$ cat src/design/nv_access_pkg.sv
// constants, offsets and types shared by the data nonvolatile access block
// Summary of operation
// - The address register picks one of 128 bytes with its low seven bits and bit 7 is ignored.
// - Only the low four control bits exist and the upper four always read as zero.
// - Setting the read or write strobe starts that operation and writing zero to a strobe does nothing.
// - Hardware clears the read or write strobe when its operation finishes.
// - A write cycle may start only while the write-allow bit is set.
// - The write-allow bit is clear after power-up.
// - An external or watchdog reset during a write sets the write-abort flag.
// - A reset that aborts a write clears the data and address registers.
// - Completion of a write sets the write-done flag in the peripheral flag register.
// - Hardware never clears the write-done flag; software clears it.
// - The unlock register has no storage and reads as all zeros.
// - Writes to the unlock register only serve the write start sequence.
// - A read finishes within one cycle, after which the read strobe clears.
package nv_access_pkg;

    localparam int BUS_AW = 8;
    localparam int MEM_DEPTH = 128;
    localparam int MEM_AW = 7;

    localparam logic [7:0] OFS_ADDRESS = 8'h00;
    localparam logic [7:0] OFS_CONTROL = 8'h04;
    localparam logic [7:0] OFS_DATA = 8'h08;
    localparam logic [7:0] OFS_UNLOCK = 8'h0c;
    localparam logic [7:0] OFS_FLAGS = 8'h10;
    localparam logic [7:0] OFS_MASK = 8'h14;

    localparam int CTRL_RD = 0;
    localparam int CTRL_WR = 1;
    localparam int CTRL_ALLOW = 2;
    localparam int CTRL_ABORT = 3;

    localparam int FLAG_W = 2;
    localparam int FLAG_DONE = 0;
    localparam int FLAG_ABORT = 1;

    localparam logic [7:0] ADDRESS_RST = 8'h00;
    localparam logic [7:0] DATA_RST = 8'h00;
    localparam logic [1:0] FLAGS_RST = 2'h0;
    localparam logic [1:0] MASK_RST = 2'h0;
    localparam logic [7:0] ERASED_BYTE = 8'hff;

    localparam logic [7:0] UNLOCK_KEY1 = 8'h55;
    localparam logic [7:0] UNLOCK_KEY2 = 8'haa;

    localparam int CLK_PERIOD_NS = 10;
    localparam int WRITE_TIME_NS = 5000;
    localparam int WRITE_CYCLES = (WRITE_TIME_NS + CLK_PERIOD_NS - 1) / CLK_PERIOD_NS;

    typedef enum logic {ST_IDLE, ST_WRITE} nv_state_t;
    typedef enum logic [1:0] {UL_LOCKED, UL_HALF, UL_OPEN} unlock_t;

endpackage

$ cat src/design/nv_pin_sync.sv
// three-stage synchroniser for reset request pins
`timescale 1ns/100ps
module nv_pin_sync #(
    parameter int W = 2
) (
    input wire logic clk_i,
    input wire logic rst_i,
    input wire logic [W-1:0] pin_i,
    output logic [W-1:0] level_o
);
    logic [W-1:0] s1;
    logic [W-1:0] s2;
    logic [W-1:0] s3;

    // a bit moves only when the second and third stage agree
    always_ff @(posedge clk_i) begin
        if (rst_i) begin
            s1 <= '0;
            s2 <= '0;
            s3 <= '0;
            level_o <= '0;
        end else begin
            s1 <= pin_i;
            s2 <= s1;
            s3 <= s2;
            level_o <= (s2 & s3) | (level_o & (s2 | s3));
        end
    end
endmodule

$ cat src/design/nv_byte_mem.sv
// byte array standing in for the nonvolatile data memory
`timescale 1ns/100ps
module nv_byte_mem #(
    parameter int DEPTH = nv_access_pkg::MEM_DEPTH,
    parameter int AW = nv_access_pkg::MEM_AW
) (
    input wire logic clk_i,
    input wire logic rst_i,
    input wire logic we_i,
    input wire logic [AW-1:0] addr_i,
    input wire logic [7:0] wdata_i,
    output logic [7:0] rdata_o
);
    logic [7:0] mem [DEPTH];

    // cells start erased; reset never touches the array itself
    initial begin
        for (int i = 0; i < DEPTH; i++) begin
            mem[i] = nv_access_pkg::ERASED_BYTE;
        end
    end

    always_ff @(posedge clk_i) begin
        if (we_i) begin
            mem[addr_i] <= wdata_i;
        end
    end

    always_ff @(posedge clk_i) begin
        if (rst_i) begin
            rdata_o <= 8'h00;
        end else begin
            rdata_o <= mem[addr_i];
        end
    end
endmodule

$ cat src/design/nv_access_ctrl.sv
// register front end and write sequencer for the data nonvolatile memory
`timescale 1ns/100ps
module nv_access_ctrl #(
    parameter int WRITE_CYCLES = nv_access_pkg::WRITE_CYCLES
) (
    input wire logic clk_i,
    input wire logic rst_i,
    input wire logic ext_reset_i,
    input wire logic wdt_reset_i,
    input wire logic cyc_i,
    input wire logic stb_i,
    input wire logic we_i,
    input wire logic [7:0] adr_i,
    input wire logic [3:0] sel_i,
    input wire logic [31:0] dat_i,
    output logic [31:0] dat_o,
    output logic ack_o,
    output logic irq_o,
    output logic write_busy_o
);
    localparam int CW = $clog2(WRITE_CYCLES + 1);
    localparam logic [CW-1:0] CNT_LAST = CW'(WRITE_CYCLES - 1);

    ////////////////////////////////////////////////////////////////////////////////
    logic [1:0] rst_req;
    logic [7:0] nv_address;
    logic [7:0] nv_data_reg;
    logic write_allow;
    logic rd_strobe;
    logic write_abort_flag;
    logic [1:0] peripheral_flag_reg;
    logic [1:0] flag_mask;
    logic [CW-1:0] cnt;
    logic [7:0] mem_rdata;
    nv_access_pkg::nv_state_t state;
    nv_access_pkg::nv_state_t next_state;
    nv_access_pkg::unlock_t unlock;
    nv_access_pkg::unlock_t next_unlock;

    nv_pin_sync #(
        .W(2)
    ) u_sync (
        .clk_i(clk_i),
        .rst_i(rst_i),
        .pin_i({wdt_reset_i, ext_reset_i}),
        .level_o(rst_req)
    );

    ////////////////////////////////////////////////////////////////////////////////
    // bus decode
    wire req = cyc_i & stb_i & ~ack_o;
    // a write lands at the edge where the master samples ack, never earlier
    wire wr_acc = ack_o & cyc_i & stb_i & we_i & sel_i[0];
    wire rd_acc = req & ~we_i;
    wire hit_address = adr_i == nv_access_pkg::OFS_ADDRESS;
    wire hit_control = adr_i == nv_access_pkg::OFS_CONTROL;
    wire hit_data = adr_i == nv_access_pkg::OFS_DATA;
    wire hit_unlock = adr_i == nv_access_pkg::OFS_UNLOCK;
    wire hit_flags = adr_i == nv_access_pkg::OFS_FLAGS;
    wire hit_mask = adr_i == nv_access_pkg::OFS_MASK;
    wire idle = state == nv_access_pkg::ST_IDLE;
    wire busy = state == nv_access_pkg::ST_WRITE;
    wire ctrl_write = wr_acc & hit_control;
    // status clears at the edge where the master takes the answer
    wire flags_read = ack_o & cyc_i & stb_i & ~we_i & hit_flags;

    ////////////////////////////////////////////////////////////////////////////////
    // write sequencing
    wire warm = |rst_req;
    wire abort = warm & busy;
    wire write_done = busy & (cnt == CNT_LAST) & ~warm;
    wire start_write = ctrl_write & dat_i[nv_access_pkg::CTRL_WR] & write_allow & idle
        & (unlock == nv_access_pkg::UL_OPEN) & ~warm;
    wire wr_bit = busy;

    always_comb begin
        next_state = state;
        case (state)
            nv_access_pkg::ST_IDLE: begin
                if (start_write) begin
                    next_state = nv_access_pkg::ST_WRITE;
                end
            end
            nv_access_pkg::ST_WRITE: begin
                if (write_done || warm) begin
                    next_state = nv_access_pkg::ST_IDLE;
                end
            end
            default: next_state = nv_access_pkg::ST_IDLE;
        endcase
    end

    // the key pair must come back to back; any control write spends it
    always_comb begin
        next_unlock = unlock;
        case (unlock)
            nv_access_pkg::UL_LOCKED,
            nv_access_pkg::UL_HALF,
            nv_access_pkg::UL_OPEN: begin
                if (warm || ctrl_write) begin
                    next_unlock = nv_access_pkg::UL_LOCKED;
                end else if (wr_acc && hit_unlock) begin
                    if (dat_i[7:0] == nv_access_pkg::UNLOCK_KEY1) begin
                        next_unlock = nv_access_pkg::UL_HALF;
                    end else if (unlock == nv_access_pkg::UL_HALF
                        && dat_i[7:0] == nv_access_pkg::UNLOCK_KEY2) begin
                        next_unlock = nv_access_pkg::UL_OPEN;
                    end else begin
                        next_unlock = nv_access_pkg::UL_LOCKED;
                    end
                end
            end
            default: next_unlock = nv_access_pkg::UL_LOCKED;
        endcase
    end

    wire [CW-1:0] next_cnt = busy ? CW'(cnt + 1'b1) : '0;

    always_ff @(posedge clk_i) begin
        if (rst_i) begin
            state <= nv_access_pkg::ST_IDLE;
            unlock <= nv_access_pkg::UL_LOCKED;
            cnt <= '0;
        end else begin
            state <= next_state;
            unlock <= next_unlock;
            cnt <= next_cnt;
        end
    end

    ////////////////////////////////////////////////////////////////////////////////
    // registers; address and data ignore bus writes during a write, though a read strobe still loads data
    wire [7:0] next_address = abort ? nv_access_pkg::ADDRESS_RST
        : (wr_acc && hit_address && idle) ? dat_i[7:0] : nv_address;
    wire [7:0] next_data = abort ? nv_access_pkg::DATA_RST
        : rd_strobe ? mem_rdata
        : (wr_acc && hit_data && idle) ? dat_i[7:0] : nv_data_reg;
    wire next_allow = warm ? 1'b0
        : ctrl_write ? dat_i[nv_access_pkg::CTRL_ALLOW] : write_allow;
    wire next_abort_flag = abort ? 1'b1
        : ctrl_write ? dat_i[nv_access_pkg::CTRL_ABORT] : write_abort_flag;
    // zero written to a strobe is not a clear; the strobe lasts one cycle
    wire next_rd = ~warm & ~rd_strobe & ctrl_write & dat_i[nv_access_pkg::CTRL_RD];

    always_ff @(posedge clk_i) begin
        if (rst_i) begin
            nv_address <= nv_access_pkg::ADDRESS_RST;
            nv_data_reg <= nv_access_pkg::DATA_RST;
            write_allow <= 1'b0;
            write_abort_flag <= 1'b0;
            rd_strobe <= 1'b0;
        end else begin
            nv_address <= next_address;
            nv_data_reg <= next_data;
            write_allow <= next_allow;
            write_abort_flag <= next_abort_flag;
            rd_strobe <= next_rd;
        end
    end

    nv_byte_mem u_mem (
        .clk_i(clk_i),
        .rst_i(rst_i),
        .we_i(write_done),
        .addr_i(nv_address[nv_access_pkg::MEM_AW-1:0]),
        .wdata_i(nv_data_reg),
        .rdata_o(mem_rdata)
    );

    ////////////////////////////////////////////////////////////////////////////////
    // events and interrupt; a new event beats a clearing read
    wire [1:0] events = {abort, write_done};
    wire [1:0] next_flags = events | (peripheral_flag_reg & ~{2{flags_read}});
    wire [1:0] next_mask = (wr_acc && hit_mask) ? dat_i[1:0] : flag_mask;

    always_ff @(posedge clk_i) begin
        if (rst_i) begin
            peripheral_flag_reg <= nv_access_pkg::FLAGS_RST;
            flag_mask <= nv_access_pkg::MASK_RST;
        end else begin
            peripheral_flag_reg <= next_flags;
            flag_mask <= next_mask;
        end
    end

    assign irq_o = |(peripheral_flag_reg & flag_mask);
    assign write_busy_o = busy;

    ////////////////////////////////////////////////////////////////////////////////
    // read path; unlock and unmapped offsets answer zero
    wire [31:0] ctrl_word = {28'h0000000, write_abort_flag, write_allow, wr_bit,
        rd_strobe};
    wire [31:0] rd_mux = hit_address ? {24'h000000, nv_address}
        : hit_control ? ctrl_word
        : hit_data ? {24'h000000, nv_data_reg}
        : hit_flags ? {30'h0, peripheral_flag_reg}
        : hit_mask ? {30'h0, flag_mask}
        : 32'h00000000;

    always_ff @(posedge clk_i) begin
        if (rst_i) begin
            ack_o <= 1'b0;
            dat_o <= 32'h00000000;
        end else begin
            ack_o <= req;
            dat_o <= rd_acc ? rd_mux : dat_o;
        end
    end

    // separate tally of busy cycles, so a broken sequencer count shows up
    logic [CW-1:0] busy_run;

    always_ff @(posedge clk_i) begin
        if (rst_i) begin
            busy_run <= '0;
        end else begin
            busy_run <= busy ? CW'(busy_run + 1'b1) : '0;
        end
    end
endmodule

$ cat config.mk
export PLATFORM = sky130hd
export DESIGN_NAME = nv_access_ctrl
export DESIGN_NICKNAME = d
export VERILOG_FILES = /design/src/design/nv_access_pkg.sv /design/src/design/nv_pin_sync.sv /design/src/design/nv_byte_mem.sv /design/src/design/nv_access_ctrl.sv
export SDC_FILE = /design/constraint.sdc
export NUM_CORES = 1
export LEC_CHECK = 0
export ABC_AREA = 1
export ABC_CLOCK_PERIOD_IN_PS = 4600
export BUFFER_PORTS_ARGS = -buffer_cell sky130_fd_sc_hd__clkbuf_2
export CORE_MARGIN = 8
export CORE_UTILIZATION = 38
export CTS_CLUSTER_DIAMETER = 100
export DETAILED_ROUTE_END_ITERATION = 8
export HOLD_SLACK_MARGIN = 0.08
export SLEW_MARGIN = 10
export SYNTH_ARGS = -nofsm -noshare
export SYNTH_HDL_FRONTEND = slang
export SYNTH_HIERARCHICAL = 1
export SYNTH_SLANG_ARGS = --single-unit
export TNS_END_PERCENT = 20
$ cat constraint.sdc
create_clock -name clk_i -period 4.6 [get_ports clk_i]
set_input_delay 0.92 -clock clk_i [delete_from_list [all_inputs] [get_ports clk_i]]
set_output_delay 0.92 -clock clk_i [all_outputs]
set_load 0.1 [all_outputs]
==> results.toml, run 1 <==
[power_and_ir_drop]
power.leakage_nw = 20.9
p_total_mw = 19.4
p_per_area_nw_per_um2 = 378
max-vdd-ir-drop_v = 0.000299

[routing]
via_per_inst = 4.92
wirelength_um = 119000
via_count = 31400
drt_iter0_drc = 3149
ant_nets = 0
wl_per_cell_um = 18.7
first_pass_iters = 5
drc = 0

[timing]
fmax_ghz = 0.296
finalHoldViolations = 0
min_period_ps = 3380
period_share_pct = 73.5
setup_violations = 0
tns_ps = 0
slew_headroom_pct = 25.6
finClkSkew_ps = 24.1
worstMarginPinSlew_ps = 1120
slew_violations = 0
worst_slack_ps = 1220
rsz0062_at_grt = "no"

[floorplan]
fp.dieArea_sq_um = 134000
coreArea_sq_um = 122000
io_pins = 86
die_h_um = 366
row_count = 128
die-width_um = 366
start_util_pct = 38.2

[grt]
overflow = 0
grt_pass1_vias = 29500
grt-busiest-layer = "met2"
use_met2_pct = 28.4
use_met3_pct = 2.13
grt_max_degree = 163
grt_use_met1_pct = 24.4
antenna_found_initial = 1
grt_pass1_wl_um = 180000
track_usage_pct = 17.5

[clock_tree]
clock-sinks = 1084
h-tree-depth = 3
cts_tree = "done"
clkTransAtPathRegs_ps = 60
cts-root-buf = "clkbuf_16"
cts_resized = 0
clk-insertion-delay-late_ps = 700
cts_hold_buf = 0
post_cts_buffers = 0
clk_path_buf_depth = 3
cts_made_buffers = 112

[cells_and_area]
drive_gt1_share_pct = 5.96
mostFrequentLayoutCell = "nand2_1"
fin_area_sq_um = 51400
nets = 4723
stdcell_count = 6389
area_delta_synth_final_pct = 10.7
multiInputGateArea_sq_um = 12600
diodes = 0
layout_common_cells = "nand2_1 (2,770), edfxtp_1 (1,024), nor2_1 (219)"
top_register = "u_mem/mem"
reg_top3 = "u_mem/mem (1024), cnt (9)"
nFillCells = 11500
seq_area_sq_um = 32000
largest_reg_flops = 1024

[synth]
ys_seq_area_share_pct = 68.8
ys.flop_type = "edfxtp_1"
synth_edf_count = 1024
post-synth-top-area-cell = "edfxtp_1"
syn_area_per_cell_sq_um = 9.90
netlist.area_leader.share_pct = 66.2
synth_area_sq_um = 46400
synthCells = 4691
synth_area_leaders = "edfxtp_1 (66%), nand2_1 (22%), dfxtp_1 (2.6%)"
ys_warn_count = 6
ys_ff_latch = 1084
synthArstFlopShare_pct = 0
yosysUniqueCellTypes = 41

[min_path]
hold_path_class = "register to register"

[placement]
io_buffers = 34
placed_area_sq_um = 47900
place_ws_ps = 1270
dp_hpwl_um = 67200
dp.cells = 6182
gp_congestion = 0.874

[worst_setup_path]
required_ps = 4910
crit_top_cell = "nand2_1"
end_kind = "register"
slowest_delay_ps = 650
r2r_setup_slack_ps = 1220
criticalPathCategory = "register to register"
critPathLaunchType = "register"
slowest_stage = "nor2_1"
critPathMaxFanout = 11
cp_cell_sequence = "ha_1 > nand2_1 > nor3_1 > nand2_1 > inv_1 > buf_4 > nand2_1 > buf_4 > nor2_1"
arrival_ps = 3700

[outcome]
outcome = "finished clean"

[run]
maxCapViolations = 0
per-layer routing:
layer | wire [um] | part of all wire (%)
met1 | 51900 | 43
met2 | 55800 | 47
met3 | 8010 | 6.7
met4 | 3660 | 3.1
met5 | 0 | 0
cell usage after synthesis (2+ instances only):
| library cell | instances |
|---|---|
| o211ai_1 | 2 |
| nor3_1 | 5 |
| buf_2 | 93 |
| nor2_4 | 3 |
| a21oi_1 | 58 |
| a211oi_1 | 2 |
| buf_6 | 12 |
| nor4_1 | 2 |
| a31oi_1 | 6 |
| o221ai_1 | 2 |
| o21ai_1 | 16 |
| edfxtp_1 | 1024 |
| buf_1 | 16 |
| nand3_1 | 53 |
| inv_1 | 126 |
| nand4_1 | 33 |
| nand2_1 | 2770 |
| inv_2 | 9 |
| nor2_1 | 221 |
| nand2_2 | 5 |
| buf_4 | 70 |
| dfxtp_1 | 60 |
| clkinv_1 | 2 |
| or2_2 | 2 |
| clkbuf_1 | 58 |
| o21ai_0 | 26 |
final cells by class:
type                       instances  share of cell area [%]
sequential                      1084                    62.3
multi-input combinational       3243                    24.6
clock buffer                     140                    5.70
tap                             1625                    3.96
clock inverter                    67                    1.05
inverter                         137                    1.04
timing repair buffer              93                    1.39
per-stage QoR:
| step | hold slack, ps | utilization [%] |
|---|---|---|
| after floorplan | 388 | - |
| after global placement | 391 | 39.4 |
| final | 399 | 42.3 |
| after detailed placement | 393 | 39.4 |
| after global routing | 412 | 42.3 |
| after CTS | 382 | 42.3 |
critical path: cells and delay by family, from the launching register on:
family / cells / cell delay [ps]
flip-flops: 1 / 360
AND/OR/NAND/NOR: 5 / 1720
buffers and inverters: 3 / 700
adder cells (fa/ha/maj): 1 / 200
power by group:
group          switching [mW]  internal (mW)  total, mW  leakage [nW]
Clock                    3.75           4.89       8.64          1.70
Sequential            0.00387           10.6       10.6          10.1
Combinational           0.143         0.0198      0.163          9.17
logic make-up (layout without fill, tap and decap cells):
group | Yosys count | count (layout) | synth area share, %
buffers and inverters | 387 | 437 | 4.16
adder cells (fa/ha/maj) | 1 | 1 | 0.0269
other | 1 | 24 | 0.00808
AO/OA/AOI/OAI | 115 | 115 | 1.34
AND/OR/NAND/NOR | 3103 | 3103 | 25.6
flip-flops | 1084 | 1084 | 68.8
worst paths after layout:
path | start | to | cells past startpoint
worst max-delay path | cnt[0] | u_mem/mem[46][5] | 9
worst min-delay path | u_sync/s1[1] | u_sync/s2[1] | 2
worst max register to register | cnt[0] | u_mem/mem[46][5] | 9
worst min register to register | u_sync/s1[1] | u_sync/s2[1] | 2
Power figures use the tool's default switching activity.
==> run 2: changes to the inputs <==
- ABC_CLOCK_PERIOD_IN_PS: 4600 -> 3200
- clock period: 4.6 -> 3.2 ns (I/O delays scaled with it)
==> run 2 against run 1 <==
  * Die area unchanged
  * Worst hold slack lost 240 ps
  * Sequential cell count unchanged
  * Core utilization increased by 1.3 points
  * Sequential share of layout area is 1.8 points lower
  * Via count up 0.83%
  * Power is 45% higher
  * Non-clock buffer count increased by 167
  * Critical endpoint is now u_mem/mem[67][3]
  * Largest cell class unchanged
==> results.toml, run 2 (same netlist as run 1, synthesis figures left out) <==
[power_and_ir_drop]
seq_power_share_pct = 54.2
p_per_area_nw_per_um2 = 533
clkPwrFrac_pct = 44.9
p_int_mw = 22.7
combinationalPowerShare_pct = 0.8
p_sw_share_pct = 19.6
p_sw_mw = 5.51
max-vdd-ir-drop_v = 0.000385
power.leakage_nw = 21.9

[timing]
rsz0062_at_grt = "no"
slew_violations = 0
tns_ps = 0
setup_violations = 0
period_share_pct = 87.2
worst_slack_ps = 411
worstMarginPinSlew_ps = 962
min_period_ps = 2790
slew_headroom_pct = 35.9
whs_ps = 155
finClkSkew_ps = 23.2
finalHoldViolations = 0
fmax_ghz = 0.359

[cells_and_area]
area_delta_synth_final_pct = 14.0
nFillCells = 11400
reg_top3 = "u_mem/mem (1024), cnt (9)"
drive_gt1_share_pct = 9.23
mostFrequentLayoutCell = "nand2_1"
seq_area_sq_um = 32000
top_register = "u_mem/mem"
multiInputGateArea_sq_um = 12600
layout_common_cells = "nand2_1 (2,770), edfxtp_1 (1,024), nor2_1 (219)"
largest_reg_flops = 1024
nets = 4889
diodes = 0

[grt]
grt_max_degree = 109
grt_pass1_wl_um = 182000
antenna_found_initial = 0
overflow = 0
track_usage_pct = 17.6
grt_pass1_vias = 30300

[clock_tree]
cts_resized = 0
clock-sinks = 1084
post_cts_buffers = 0
h-tree-depth = 3
cts_tree = "done"
clkTransAtPathRegs_ps = 60
clk-insertion-delay-late_ps = 690
cts_hold_buf = 0
clk_path_buf_depth = 3
cts_made_buffers = 111
cts-root-buf = "clkbuf_16"

[routing]
wl_per_cell_um = 18.3
drc = 0
ant_nets = 0
via_per_inst = 4.83
first_pass_iters = 5
wirelength_um = 120000
via_count = 31700
drt_iter0_drc = 2655

[floorplan]
fp.dieArea_sq_um = 134000
coreArea_sq_um = 122000
io_pins = 86
die_h_um = 366
start_util_pct = 38.2
row_count = 128
die-width_um = 366

[worst_setup_path]
startpoint = "cnt[0]"
criticalPathCategory = "register to register"
worstReg2RegStart = "cnt[0]"
ff2ff_path_depth = 9
endpoint = "u_mem/mem[67][3]"
critPathLaunchType = "register"
required_ps = 3590
end_kind = "register"
critPathMaxFanout = 13
arrival_ps = 3180
r2r_end = "u_mem/mem[67][3]"
r2r_setup_slack_ps = 410

[placement]
dp_hpwl_um = 71000
place_ws_ps = 435
io_buffers = 34
gp_congestion = 0.899

[outcome]
outcome = "finished clean"

[min_path]
hold_path_class = "primary input to register"

[run]
maxCapViolations = 0
-- run 2: cell types whose count changed in the layout (fill, tap and decap cells not counted), sizes merged --
cell    delta
buf      +167
clkbuf     -5
bufinv     +4
clkinv     +3
inv        -3
-- run 2: metal layers --
| metal | wire [um] | GRT usage [%] | vias to the layer above | share of wire [%] |
|---|---|---|---|---|
| li1 | - | - | 15400 | - |
| met2 | 57100 | 29.4 | 1004 | 48 |
| met5 | 0 | 0 | - | 0 |
| met1 | 51600 | 23.8 | 15100 | 43 |
| met4 | 3450 | 5.59 | 0 | 2.9 |
| met3 | 7890 | 2.42 | 199 | 6.6 |
-- run 2: worst min path at each step --
stage / start / endpoint / slack [ps] / depth (start not counted)
floorplan: u_sync/s1[0] / u_sync/s2[0] / 390 / 2
finish: ext_reset_i / u_sync/s1[0] / 160 / 3
global placement: u_sync/s1[1] / u_sync/s2[1] / 390 / 2
detailed placement: u_sync/s1[1] / u_sync/s2[1] / 390 / 2
CTS: ext_reset_i / u_sync/s1[0] / 120 / 3
global route: ext_reset_i / u_sync/s1[0] / 150 / 3
-- run 2: power by group through the flow --
stage,Clock (mW),Combinational [mW],Sequential [mW]
final,12.7,0.235,15.3
after global routing,13.4,0.246,15.3
after CTS,12.9,0.234,15.3
after detailed placement,0,0.234,15.6
after global placement,0,0.232,15.6
after floorplan,0,0.189,15.6
-- run 2: layout make-up --
type	count	share of cell area, %
clock inverters	71	1.19
multi-input cells	3243	23.9
well taps	1625	3.84
repair buffers	260	4.07
inverters	137	1.01
clock buffers	135	5.54
flip-flops and latches	1084	60.5
-- run 2: critical path, cell delays in order, from the launching register on --
cell,delay (ps)
dfxtp_1,350
ha_1,200
nand2_1,80
nor3_1,290
nand2_1,200
inv_1,400
nand2_1,110
buf_4,290
nor2_1,370
buf_4,210
-- run 2: metrics by stage --
stage / total power [mW] / cells / utilization, % / area (sq um)
after floorplan: 15.8 / 4714 / - / 46500
after global placement: 15.8 / 6349 / 40.6 / 49300
after detailed placement: 15.8 / 6349 / 40.6 / 49300
after CTS: 28.4 / 6555 / 43.5 / 52900
after global routing: 28.9 / 6555 / 43.5 / 52900
final: 28.2 / 6555 / 43.5 / 52900
